File: config.mk
export PLATFORM = sky130hd
export DESIGN_NAME = avg_current_fault_limits
export DESIGN_NICKNAME = d
export VERILOG_FILES = /design/src/verilog/avg_fault_pkg.sv /design/src/verilog/interval_averager.sv /design/src/verilog/avg_current_fault_limits.sv
export SDC_FILE = /design/constraint.sdc
export NUM_CORES = 2
export LEC_CHECK = 0
export BUFFER_PORTS_ARGS = -buffer_cell sky130_fd_sc_hd__buf_2
export CAP_MARGIN = 20
export CORE_ASPECT_RATIO = 1.25
export CORE_MARGIN = 2
export CORE_UTILIZATION = 60
export CTS_BUF_LIST = sky130_fd_sc_hd__clkbuf_2
export CTS_CLUSTER_DIAMETER = 30
export DETAILED_ROUTE_END_ITERATION = 10
export PLACE_DENSITY_LB_ADDON = 0.2
export SYNTH_ARGS = -nofsm -noshare
export SYNTH_HDL_FRONTEND = slang
export SYNTH_SLANG_ARGS = --single-unit
File: constraint.sdc
create_clock -name clk -period 17.3 [get_ports clk]
set_input_delay 2.595 -clock clk [delete_from_list [all_inputs] [get_ports clk]]
set_output_delay 2.595 -clock clk [all_outputs]
set_load 0.05 [all_outputs]
File: src/verilog/avg_fault_pkg.sv
package avg_fault_pkg;

    // command codes on the management port
    localparam logic [7:0] CMD_OUTPUT_CURRENT_STATUS = 8'h7b;
    localparam logic [7:0] CMD_AVG_OC_THRESHOLD = 8'he7;
    localparam logic [7:0] CMD_AVG_UC_THRESHOLD = 8'he8;
    localparam logic [7:0] CMD_GLOBAL_OPTIONS = 8'he9;

    // number of output pages
    localparam int PAGES = 2;

    // linear-11 field layout
    localparam int LIN_EXP_MSB = 15;
    localparam int LIN_EXP_LSB = 11;
    localparam int LIN_MAN_MSB = 10;
    localparam int LIN_MAN_LSB = 0;

    // output current status bit positions
    localparam int STATUS_OC_BIT = 7;
    localparam int STATUS_UC_BIT = 4;

    // global options word field positions
    localparam int OPT_SYNC_LSB = 1;
    localparam int OPT_SYNC_MSB = 2;
    localparam int OPT_BUS_TIMEOUT_DIS_BIT = 4;
    localparam int OPT_LINK_PUSH_PULL_BIT = 6;
    localparam int OPT_VSENSE_LSB = 8;
    localparam int OPT_VSENSE_MSB = 9;
    localparam int OPT_AUX_TEMP_BIT = 12;
    localparam logic [15:0] OPT_WRITABLE_MASK = 16'h1356;

    // sync field encodings
    localparam logic [1:0] SYNC_INTERNAL = 2'h0;
    localparam logic [1:0] SYNC_INTERNAL_DRIVE = 2'h1;
    localparam logic [1:0] SYNC_EXTERNAL = 2'h2;

    // current samples carry this many fraction bits (1/16 A)
    localparam int SAMPLE_FRAC_BITS = 4;
    localparam logic signed [15:0] CURRENT_LIMIT_POS = 16'sh0640;
    localparam logic signed [15:0] CURRENT_LIMIT_NEG = -16'sh0640;

    // blanking window at the start of each sensed interval
    localparam int BLANK_TIME_NS = 100;
    localparam int CLK_PERIOD_NS = 10;
    localparam int BLANK_CYCLES = (BLANK_TIME_NS + CLK_PERIOD_NS - 1) / CLK_PERIOD_NS;

    // strap settle wait after reset release
    localparam logic [1:0] STRAP_SETTLE_CYCLES = 2'h3;

    // register reset values, replaced once the strap is read
    localparam logic [15:0] RESET_AVG_OC = 16'h0000;
    localparam logic [15:0] RESET_AVG_UC = 16'h0000;
    localparam logic [15:0] RESET_OPTIONS = 16'h0000;

    // strap-selected defaults (thresholds linear-11 with exponent zero, then options words)
    localparam logic [15:0] STRAP_OC_0 = 16'h001e;
    localparam logic [15:0] STRAP_OC_1 = 16'h0028;
    localparam logic [15:0] STRAP_OC_2 = 16'h0032;
    localparam logic [15:0] STRAP_OC_3 = 16'h003c;
    localparam logic [15:0] STRAP_OPT_0 = 16'h0000;
    localparam logic [15:0] STRAP_OPT_1 = 16'h0100;
    localparam logic [15:0] STRAP_OPT_2 = 16'h1000;
    localparam logic [15:0] STRAP_OPT_3 = 16'h1100;

    typedef enum logic [1:0] {ST_SETTLE, ST_LOAD, ST_RUN} boot_state_t;

    // linear-11 to signed fixed point in sample units, clamped to the range
    function automatic logic signed [15:0] lin11_to_fixed(input logic [15:0] w);
        logic signed [4:0] expo;
        logic signed [10:0] man;
        logic signed [6:0] sh;
        logic signed [6:0] nsh;
        logic signed [31:0] v;
        begin
            expo = w[LIN_EXP_MSB:LIN_EXP_LSB];
            man = w[LIN_MAN_MSB:LIN_MAN_LSB];
            sh = 7'(expo) + 7'(SAMPLE_FRAC_BITS);
            nsh = -sh;
            v = 32'(man);
            if (sh >= 7'sh0) begin
                v = v <<< sh[4:0];
            end else begin
                v = v >>> nsh[4:0];
            end
            if (v > 32'(CURRENT_LIMIT_POS)) begin
                v = 32'(CURRENT_LIMIT_POS);
            end else if (v < 32'(CURRENT_LIMIT_NEG)) begin
                v = 32'(CURRENT_LIMIT_NEG);
            end
            lin11_to_fixed = v[15:0];
        end
    endfunction

    // negate a linear-11 word by negating its mantissa
    function automatic logic [15:0] lin11_negate(input logic [15:0] w);
        logic [10:0] man;
        begin
            man = 11'h0 - w[LIN_MAN_MSB:LIN_MAN_LSB];
            lin11_negate = {w[LIN_EXP_MSB:LIN_EXP_LSB], man};
        end
    endfunction

endpackage

File: src/verilog/interval_averager.sv
`timescale 1ns/10ps
`default_nettype none

// per-cycle average comparator for one output
module interval_averager
    import avg_fault_pkg::*;
(
    input wire logic clk,
    input wire logic srst,
    input wire logic sense_up,
    input wire logic pwm_on,
    input wire logic sample_valid,
    input wire logic signed [15:0] sample,
    input wire logic signed [15:0] oc_thr,
    input wire logic signed [15:0] uc_thr,
    output logic oc_event_ff,
    output logic uc_event_ff
);

    logic active_prev_ff;
    logic [7:0] blank_cnt_ff;
    logic signed [23:0] sum_ff;
    logic [7:0] count_ff;
    logic signed [24:0] oc_lim;
    logic signed [24:0] uc_lim;

    // sensed interval: on-time for up slope, off-time for down slope
    wire active = sense_up ? pwm_on : ~pwm_on;
    wire start = active & ~active_prev_ff;
    wire done = ~active & active_prev_ff;
    wire blanking = blank_cnt_ff < 8'(BLANK_CYCLES);
    wire take = active & ~start & ~blanking & sample_valid & (count_ff != 8'hff);
    wire signed [23:0] nxt_sum = start ? 24'sh0 : (take ? sum_ff + 24'(sample) : sum_ff);
    wire [7:0] nxt_count = start ? 8'h0 : (take ? count_ff + 8'h1 : count_ff);
    wire [7:0] nxt_blank = start ? 8'h1 : (blanking ? blank_cnt_ff + 8'h1 : blank_cnt_ff);

    // thresholds scaled by count so no divider is needed
    assign oc_lim = 25'(oc_thr) * $signed({1'b0, count_ff});
    assign uc_lim = 25'(uc_thr) * $signed({1'b0, count_ff});
    wire have = done & (count_ff != 8'h0);
    wire nxt_oc = have & (25'(sum_ff) > oc_lim);
    wire nxt_uc = have & (25'(sum_ff) < uc_lim);

    // interval tracking and accumulation
    always_ff @(posedge clk) begin
        if (srst) begin
            active_prev_ff <= 1'b0;
            blank_cnt_ff <= 8'h0;
            sum_ff <= 24'sh0;
            count_ff <= 8'h0;
            oc_event_ff <= 1'b0;
            uc_event_ff <= 1'b0;
        end else begin
            active_prev_ff <= active;
            blank_cnt_ff <= nxt_blank;
            sum_ff <= nxt_sum;
            count_ff <= nxt_count;
            oc_event_ff <= nxt_oc;
            uc_event_ff <= nxt_uc;
        end
    end

endmodule // interval_averager

`default_nettype wire

File: src/verilog/avg_current_fault_limits.sv
`timescale 1ns/10ps
`default_nettype none

module avg_current_fault_limits
    import avg_fault_pkg::*;
(
    input wire logic clk,
    input wire logic srst,
    input wire logic [1:0] cfg_strap,
    input wire logic reg_wr,
    input wire logic reg_rd,
    input wire logic [7:0] reg_cmd,
    input wire logic reg_page,
    input wire logic [15:0] reg_wdata,
    input wire logic write_protect,
    input wire logic clear_faults,
    input wire logic [1:0] sense_up,
    input wire logic [1:0] pwm_on,
    input wire logic [1:0] sample_valid,
    input wire logic signed [15:0] sample_out0,
    input wire logic signed [15:0] sample_out1,
    input wire logic [1:0] peak_oc_event,
    input wire logic [1:0] peak_uc_event,
    output logic [15:0] reg_rdata_ff,
    output logic reg_ack_ff,
    output logic reg_err_ff,
    output logic [1:0] oc_fault_ff,
    output logic [1:0] uc_fault_ff,
    output logic [7:0] status_out0_ff,
    output logic [7:0] status_out1_ff,
    output logic [1:0] vsense_sel_ff,
    output logic aux_temp_mode_ff,
    output logic bus_timeout_dis_ff,
    output logic link_push_pull_ff,
    output logic sync_use_ext_ff,
    output logic sync_drive_out_ff,
    output logic boot_done_ff
);

    // strap pin synchroniser
    logic [1:0] strap_meta_ff;
    logic [1:0] strap_sync_ff;

    // boot sequencing
    boot_state_t state_ff;
    boot_state_t nxt_state;
    logic [1:0] settle_ff;

    // register storage
    logic [15:0] oc_thr_ff [PAGES];
    logic [15:0] uc_thr_ff [PAGES];
    logic [15:0] options_ff;
    logic [PAGES-1:0] st_oc_ff;
    logic [PAGES-1:0] st_uc_ff;

    // averager results
    logic [PAGES-1:0] avg_oc;
    logic [PAGES-1:0] avg_uc;
    logic signed [15:0] sample_sel [PAGES];

    // strap-selected defaults
    function automatic logic [15:0] strap_oc(input logic [1:0] s);
        begin
            case (s)
                2'h0: strap_oc = STRAP_OC_0;
                2'h1: strap_oc = STRAP_OC_1;
                2'h2: strap_oc = STRAP_OC_2;
                default: strap_oc = STRAP_OC_3;
            endcase
        end
    endfunction

    function automatic logic [15:0] strap_opt(input logic [1:0] s);
        begin
            case (s)
                2'h0: strap_opt = STRAP_OPT_0;
                2'h1: strap_opt = STRAP_OPT_1;
                2'h2: strap_opt = STRAP_OPT_2;
                default: strap_opt = STRAP_OPT_3;
            endcase
        end
    endfunction

    // strap passes two flops before use
    always_ff @(posedge clk) begin
        if (srst) begin
            strap_meta_ff <= 2'h0;
            strap_sync_ff <= 2'h0;
        end else begin
            strap_meta_ff <= cfg_strap;
            strap_sync_ff <= strap_meta_ff;
        end
    end

    // boot: settle the synchroniser, load strap defaults, then run
    wire settle_done = settle_ff == STRAP_SETTLE_CYCLES;
    wire loading = state_ff == ST_LOAD;
    wire running = state_ff == ST_RUN;

    always_comb begin
        nxt_state = state_ff;
        case (state_ff)
            ST_SETTLE: begin
                if (settle_done) begin
                    nxt_state = ST_LOAD;
                end
            end
            ST_LOAD: nxt_state = ST_RUN;
            ST_RUN: nxt_state = ST_RUN;
            default: nxt_state = ST_SETTLE;
        endcase
    end

    wire [1:0] nxt_settle = settle_done ? settle_ff : settle_ff + 2'h1;

    always_ff @(posedge clk) begin
        if (srst) begin
            state_ff <= ST_SETTLE;
            settle_ff <= 2'h0;
            boot_done_ff <= 1'b0;
        end else begin
            state_ff <= nxt_state;
            settle_ff <= nxt_settle;
            boot_done_ff <= loading | running;
        end
    end

    // command decode
    wire hit_oc = reg_cmd == CMD_AVG_OC_THRESHOLD;
    wire hit_uc = reg_cmd == CMD_AVG_UC_THRESHOLD;
    wire hit_opt = reg_cmd == CMD_GLOBAL_OPTIONS;
    wire hit_st = reg_cmd == CMD_OUTPUT_CURRENT_STATUS;
    wire hit_rw = hit_oc | hit_uc | hit_opt;
    wire wr_ok = reg_wr & running & hit_rw & ~write_protect;
    wire wr_bad = reg_wr & ~(running & hit_rw & ~write_protect);
    wire rd_ok = reg_rd & (hit_rw | hit_st);
    wire rd_bad = reg_rd & ~(hit_rw | hit_st);
    wire [15:0] strap_oc_val = strap_oc(strap_sync_ff);
    wire [15:0] strap_opt_val = strap_opt(strap_sync_ff);

    // paged thresholds and status
    genvar p;
    generate
        for (p = 0; p < PAGES; p = p + 1) begin : g_page
            wire pg = reg_page == 1'(p);
            wire [15:0] nxt_oc_thr = loading ? strap_oc_val :
                (wr_ok & hit_oc & pg) ? reg_wdata : oc_thr_ff[p];
            wire [15:0] nxt_uc_thr = loading ? lin11_negate(strap_oc_val) :
                (wr_ok & hit_uc & pg) ? reg_wdata : uc_thr_ff[p];
            wire oc_any = avg_oc[p] | peak_oc_event[p];
            wire uc_any = avg_uc[p] | peak_uc_event[p];
            // event wins over a clear in the same cycle
            wire nxt_st_oc = oc_any | (st_oc_ff[p] & ~clear_faults);
            wire nxt_st_uc = uc_any | (st_uc_ff[p] & ~clear_faults);

            always_ff @(posedge clk) begin
                if (srst) begin
                    oc_thr_ff[p] <= RESET_AVG_OC;
                    uc_thr_ff[p] <= RESET_AVG_UC;
                    st_oc_ff[p] <= 1'b0;
                    st_uc_ff[p] <= 1'b0;
                    oc_fault_ff[p] <= 1'b0;
                    uc_fault_ff[p] <= 1'b0;
                end else begin
                    oc_thr_ff[p] <= nxt_oc_thr;
                    uc_thr_ff[p] <= nxt_uc_thr;
                    st_oc_ff[p] <= nxt_st_oc;
                    st_uc_ff[p] <= nxt_st_uc;
                    oc_fault_ff[p] <= oc_any;
                    uc_fault_ff[p] <= uc_any;
                end
            end

            // thresholds decoded to sample units, clamped to the range
            wire signed [15:0] oc_fix = lin11_to_fixed(oc_thr_ff[p]);
            wire signed [15:0] uc_fix = lin11_to_fixed(uc_thr_ff[p]);

            interval_averager u_avg (
                .clk(clk),
                .srst(srst),
                .sense_up(sense_up[p]),
                .pwm_on(pwm_on[p]),
                .sample_valid(sample_valid[p] & running),
                .sample(sample_sel[p]),
                .oc_thr(oc_fix),
                .uc_thr(uc_fix),
                .oc_event_ff(avg_oc[p]),
                .uc_event_ff(avg_uc[p])
            );
        end
    endgenerate

    // per-output sample routing
    assign sample_sel[0] = sample_out0;
    assign sample_sel[1] = sample_out1;

    // global options word, reserved bits kept at zero
    wire [15:0] nxt_options = loading ? (strap_opt_val & OPT_WRITABLE_MASK) :
        (wr_ok & hit_opt) ? (reg_wdata & OPT_WRITABLE_MASK) : options_ff;

    always_ff @(posedge clk) begin
        if (srst) begin
            options_ff <= RESET_OPTIONS;
        end else begin
            options_ff <= nxt_options;
        end
    end

    // option decode to the controlled blocks
    wire [1:0] nxt_sync = nxt_options[OPT_SYNC_MSB:OPT_SYNC_LSB];
    wire nxt_use_ext = nxt_sync == SYNC_EXTERNAL;
    wire nxt_drive_out = nxt_sync == SYNC_INTERNAL_DRIVE;
    wire [1:0] nxt_vsense = nxt_options[OPT_VSENSE_MSB:OPT_VSENSE_LSB];

    always_ff @(posedge clk) begin
        if (srst) begin
            vsense_sel_ff <= 2'h0;
            aux_temp_mode_ff <= 1'b0;
            bus_timeout_dis_ff <= 1'b0;
            link_push_pull_ff <= 1'b0;
            sync_use_ext_ff <= 1'b0;
            sync_drive_out_ff <= 1'b0;
        end else begin
            vsense_sel_ff <= nxt_vsense;
            aux_temp_mode_ff <= nxt_options[OPT_AUX_TEMP_BIT];
            bus_timeout_dis_ff <= nxt_options[OPT_BUS_TIMEOUT_DIS_BIT];
            link_push_pull_ff <= nxt_options[OPT_LINK_PUSH_PULL_BIT];
            sync_use_ext_ff <= nxt_use_ext;
            sync_drive_out_ff <= nxt_drive_out;
        end
    end

    // status bytes for each output
    wire [7:0] nxt_status0 = (8'(st_oc_ff[0]) << STATUS_OC_BIT) | (8'(st_uc_ff[0]) << STATUS_UC_BIT);
    wire [7:0] nxt_status1 = (8'(st_oc_ff[1]) << STATUS_OC_BIT) | (8'(st_uc_ff[1]) << STATUS_UC_BIT);

    always_ff @(posedge clk) begin
        if (srst) begin
            status_out0_ff <= 8'h0;
            status_out1_ff <= 8'h0;
        end else begin
            status_out0_ff <= nxt_status0;
            status_out1_ff <= nxt_status1;
        end
    end

    // read mux, selected page for paged commands
    wire [7:0] st_sel = reg_page ? nxt_status1 : nxt_status0;
    wire [15:0] rd_val = hit_oc ? oc_thr_ff[reg_page] :
        hit_uc ? uc_thr_ff[reg_page] :
        hit_opt ? options_ff :
        hit_st ? {8'h00, st_sel} : 16'h0000;
    wire [15:0] nxt_rdata = rd_ok ? rd_val : 16'h0000;
    wire nxt_ack = rd_ok | wr_ok;
    wire nxt_err = rd_bad | wr_bad;

    // one-cycle answer after each access
    always_ff @(posedge clk) begin
        if (srst) begin
            reg_rdata_ff <= 16'h0000;
            reg_ack_ff <= 1'b0;
            reg_err_ff <= 1'b0;
        end else begin
            reg_rdata_ff <= nxt_rdata;
            reg_ack_ff <= nxt_ack;
            reg_err_ff <= nxt_err;
        end
    end

endmodule // avg_current_fault_limits

`default_nettype wire

==> impl_metrics.toml <==
[floorplanning]
die_w_um = 232
num_rows = 104
start_util_pct = 60.5
pin_count = 121
core_um2 = 64400
chipHeight_um = 289
dieArea_um2 = 67100

[drt]
drcViolationCount = 0
route.vias.total = 34700
initialDrtViolationCount = 2753
vias_per_cell = 6.14
dr.pass1.iters = 6
wl_per_cell_um = 19.1
ant_nets = 0
routed_wirelength_um = 108000

[min_path]
hp-start = "strap_meta_ff[0]"
hold_class = "reg2reg"
hold_depth = 1
min_to = "strap_sync_ff[0]"

[yosys]
netlist_instances = 4869
synthFlopType = "dfxtp_1"
yosysUniqueCellTypes = 108
yosysSeqAreaShare_pct = 10.2
synth_area_um2 = 39000
ys_warn_count = 0
syn_area_per_cell_um2 = 8.01
ys_ff_latch = 198
synthArstFlopShare_pct = 0
synth_edf_count = 0

[clocking]
hold_buffers = 0
post_cts_buffers = 0
cts_made_buffers = 17
clock_path_buffers = 2
cts_root_buf = "clkbuf_2"
h-tree-depth = 4
cts.clk_slew.worst_paths_ps = 370
clock-sinks = 198
cts_tree = "yes"
insertion_delay_ps = 1180
cts-resized-gates = 0

[sta]
tightest_slew_ps = 1080
tns_ps = 0
finClkSkew_ps = 72.0
final-hold-violation-count = 0
rsz0062_at_grt = "false"
drv_slew = 0
min_period_ps = 10610
final-setup-viol-count = 0
period_share_pct = 61.3
whs_ps = 473
max_slew_margin_pct = 27.8
fmax_ghz = 0.0943

[worst_setup_path]
rr_endpoint = "g_page[1].u_avg.uc_event_ff"
reg2regPathDepth = 40
critPathLaunchType = "flop"
cp-end-kind = "flop"
r2r-start = "uc_thr_ff[1][14]"
cp.arrival_ps = 11750
slowest_stage = "ha_1"
crit_type = "reg2reg"
path_max_fanout = 36
slowest_delay_ps = 820
worst-r2r-setup-slack_ps = 6690
cp.required_ps = 18440

[pwr]
p_per_area_nw_per_um2 = 38.8
leakage_uw = 0.0195
combinationalPowerShare_pct = 45.3
power.internal_uw = 794
p_switching_uw = 761
ir_worst_vdd_v = 0.0000449
power_frac_seq_pct = 36.6
clockPowerShare_pct = 18.1
switching_share_pct = 49.0

[global_routing]
grt_max_degree = 40
grt_overflow = 0
grt_pass1_vias = 34400
grt_first_pass_wirelength_um = 176000
grt_use_total_pct = 32.9
antenna_found_initial = 4

[outcome]
status = "finished clean"

[run]
drv_cap = 0

[placement]
portBuffers = 108
place_hpwl_um = 86100
routabilityCongestion = 0.984

[layout]
area_growth_pct = 2.85
mostFrequentLayoutCells = "763 x inv_1, 502 x nand2_1, 410 x fa_1"
drive_gt1_share_pct = 7.55
final_common_cell = "inv_1"
fin_nets = 5653
[synth_stat cells, drive strengths merged (12+ instances only)]
master / number / area, um^2
o32ai: 12 / 105
a221oi: 12 / 111
nor2: 340 / 1290
o31a: 15 / 131
nand2: 504 / 1900
o21ai: 175 / 891
nor4: 15 / 109
xor2: 78 / 683
inv: 765 / 2870
nand3: 121 / 611
buf: 93 / 574
a211oi: 49 / 368
nand2b: 77 / 484
clkbuf: 168 / 631
mux2i: 104 / 1040
ha: 372 / 4650
and4: 18 / 158
or3: 29 / 181
o211ai: 23 / 178
nor3: 171 / 906
xnor2: 87 / 769
o31ai: 21 / 163
fa: 410 / 8210
and3: 41 / 257
o21bai: 15 / 113
and2: 74 / 463
a21boi: 13 / 97.6
a21oi: 261 / 1330
mux2: 30 / 338
nand4: 53 / 332
a21o: 87 / 653
o22ai: 24 / 169
a31oi: 47 / 294
dfxtp: 198 / 3960
or2: 19 / 119
nor2b: 57 / 357
mux4: 71 / 1610
a22oi: 13 / 103
o21a: 36 / 270
[area by class of cell]
class,instances,area (um^2)
Antenna cell,5,12.5
Clock buffer,17,85.1
Clock inverter,15,195
Fill cell,5869,24300
Inverter,773,2900
Multi-Input combinational cell,3648,31000
Sequential cell,198,3960
Tap cell,848,1060
Timing Repair Buffer,158,916
[routing by layer]
| layer | GRT usage (%) | wire length (um) | up-vias |
|---|---|---|---|
| met1 | 39.8 | 42200 | 16800 |
| met2 | 57.4 | 53500 | 1336 |
| li1 | - | - | 16300 |
| met3 | 4.48 | 6710 | 354 |
| met4 | 16.7 | 5650 | 0 |
| met5 | 0 | 0 | - |
[power by group through the flow]
stage / Sequential (uW) / Combinational [uW] / Clock, uW
after CTS: 564 / 686 / 286
after global routing: 573 / 754 / 304
final: 569 / 705 / 281
after global placement: 571 / 679 / 0
after floorplan: 526 / 546 / 0
after detailed placement: 573 / 682 / 0
[how the worst max path moves through the flow]
stage / endpoint / start / depth (start not counted)
2_1_floorplan: g_page[1].u_avg.uc_event_ff / uc_thr_ff[1][12] / 38
3_3_place_gp: g_page[1].u_avg.uc_event_ff / uc_thr_ff[1][14] / 34
3_5_place_dp: g_page[1].u_avg.uc_event_ff / uc_thr_ff[1][14] / 39
4_1_cts: g_page[1].u_avg.uc_event_ff / uc_thr_ff[1][14] / 39
5_1_grt: g_page[1].u_avg.uc_event_ff / uc_thr_ff[1][14] / 39
6_report: g_page[1].u_avg.uc_event_ff / uc_thr_ff[1][14] / 40
[cell families (layout without fill, tap and decap cells)]
kind of cell / Yosys count / in the layout / share of synthesized area (%)
adders and majority gates: 782 / 782 / 33.0
buffers and inverters: 1034 / 963 / 10.5
other: 1 / 17 / 0.00962
AOI/OAI and AO/OA: 918 / 918 / 15.5
xor gates and xnor gates: 165 / 165 / 3.73
DFF: 198 / 198 / 10.2
muxes: 205 / 205 / 7.66
and+or+nand+nor: 1566 / 1566 / 19.4
[state kept, by name (all words and copies together), names as in the netlist, 2 cells and up]
name and flops:
g_page.u_avg.blank_cnt_ff 16, st_oc_ff 2, reg_rdata_ff 16, g_page.u_avg.count_ff 16, g_page.u_avg.sum_ff 48, g_page.u_avg.oc_event_ff 2
state_ff 2, strap_meta_ff 2, uc_fault_ff 2, oc_thr_ff 32, status_out1_ff 2, settle_ff 2
status_out0_ff 2, oc_fault_ff 2, uc_thr_ff 32, st_uc_ff 2, strap_sync_ff 2, g_page.u_avg.uc_event_ff 2
g_page.u_avg.active_prev_ff 2, options_ff 7
[through the flow]
stage	worst slack [ps]	total power, uW	instance area (um^2)	instances	utilization [%]
floorplan	8220	1070	39000	4880	-
global placement	7070	1250	39800	5624	61.8
detailed placement	6810	1250	39800	5624	61.8
CTS	6790	1540	40100	5656	62.2
global route	5870	1630	40100	5661	62.3
finish	6690	1560	40100	5662	62.3
[worst max-delay path, delay by kind of cell, from the launching register on]
family                     cells  cell delay [ps]
adders and majority gates      7             3490
AOI/OAI and AO/OA             13             2660
and+or+nand+nor               12             1710
buffers and inverters          5              880
xor gates and xnor gates       2              860
DFF                            1              730
muxes                          1              260
Power figures use the tool's default switching activity.
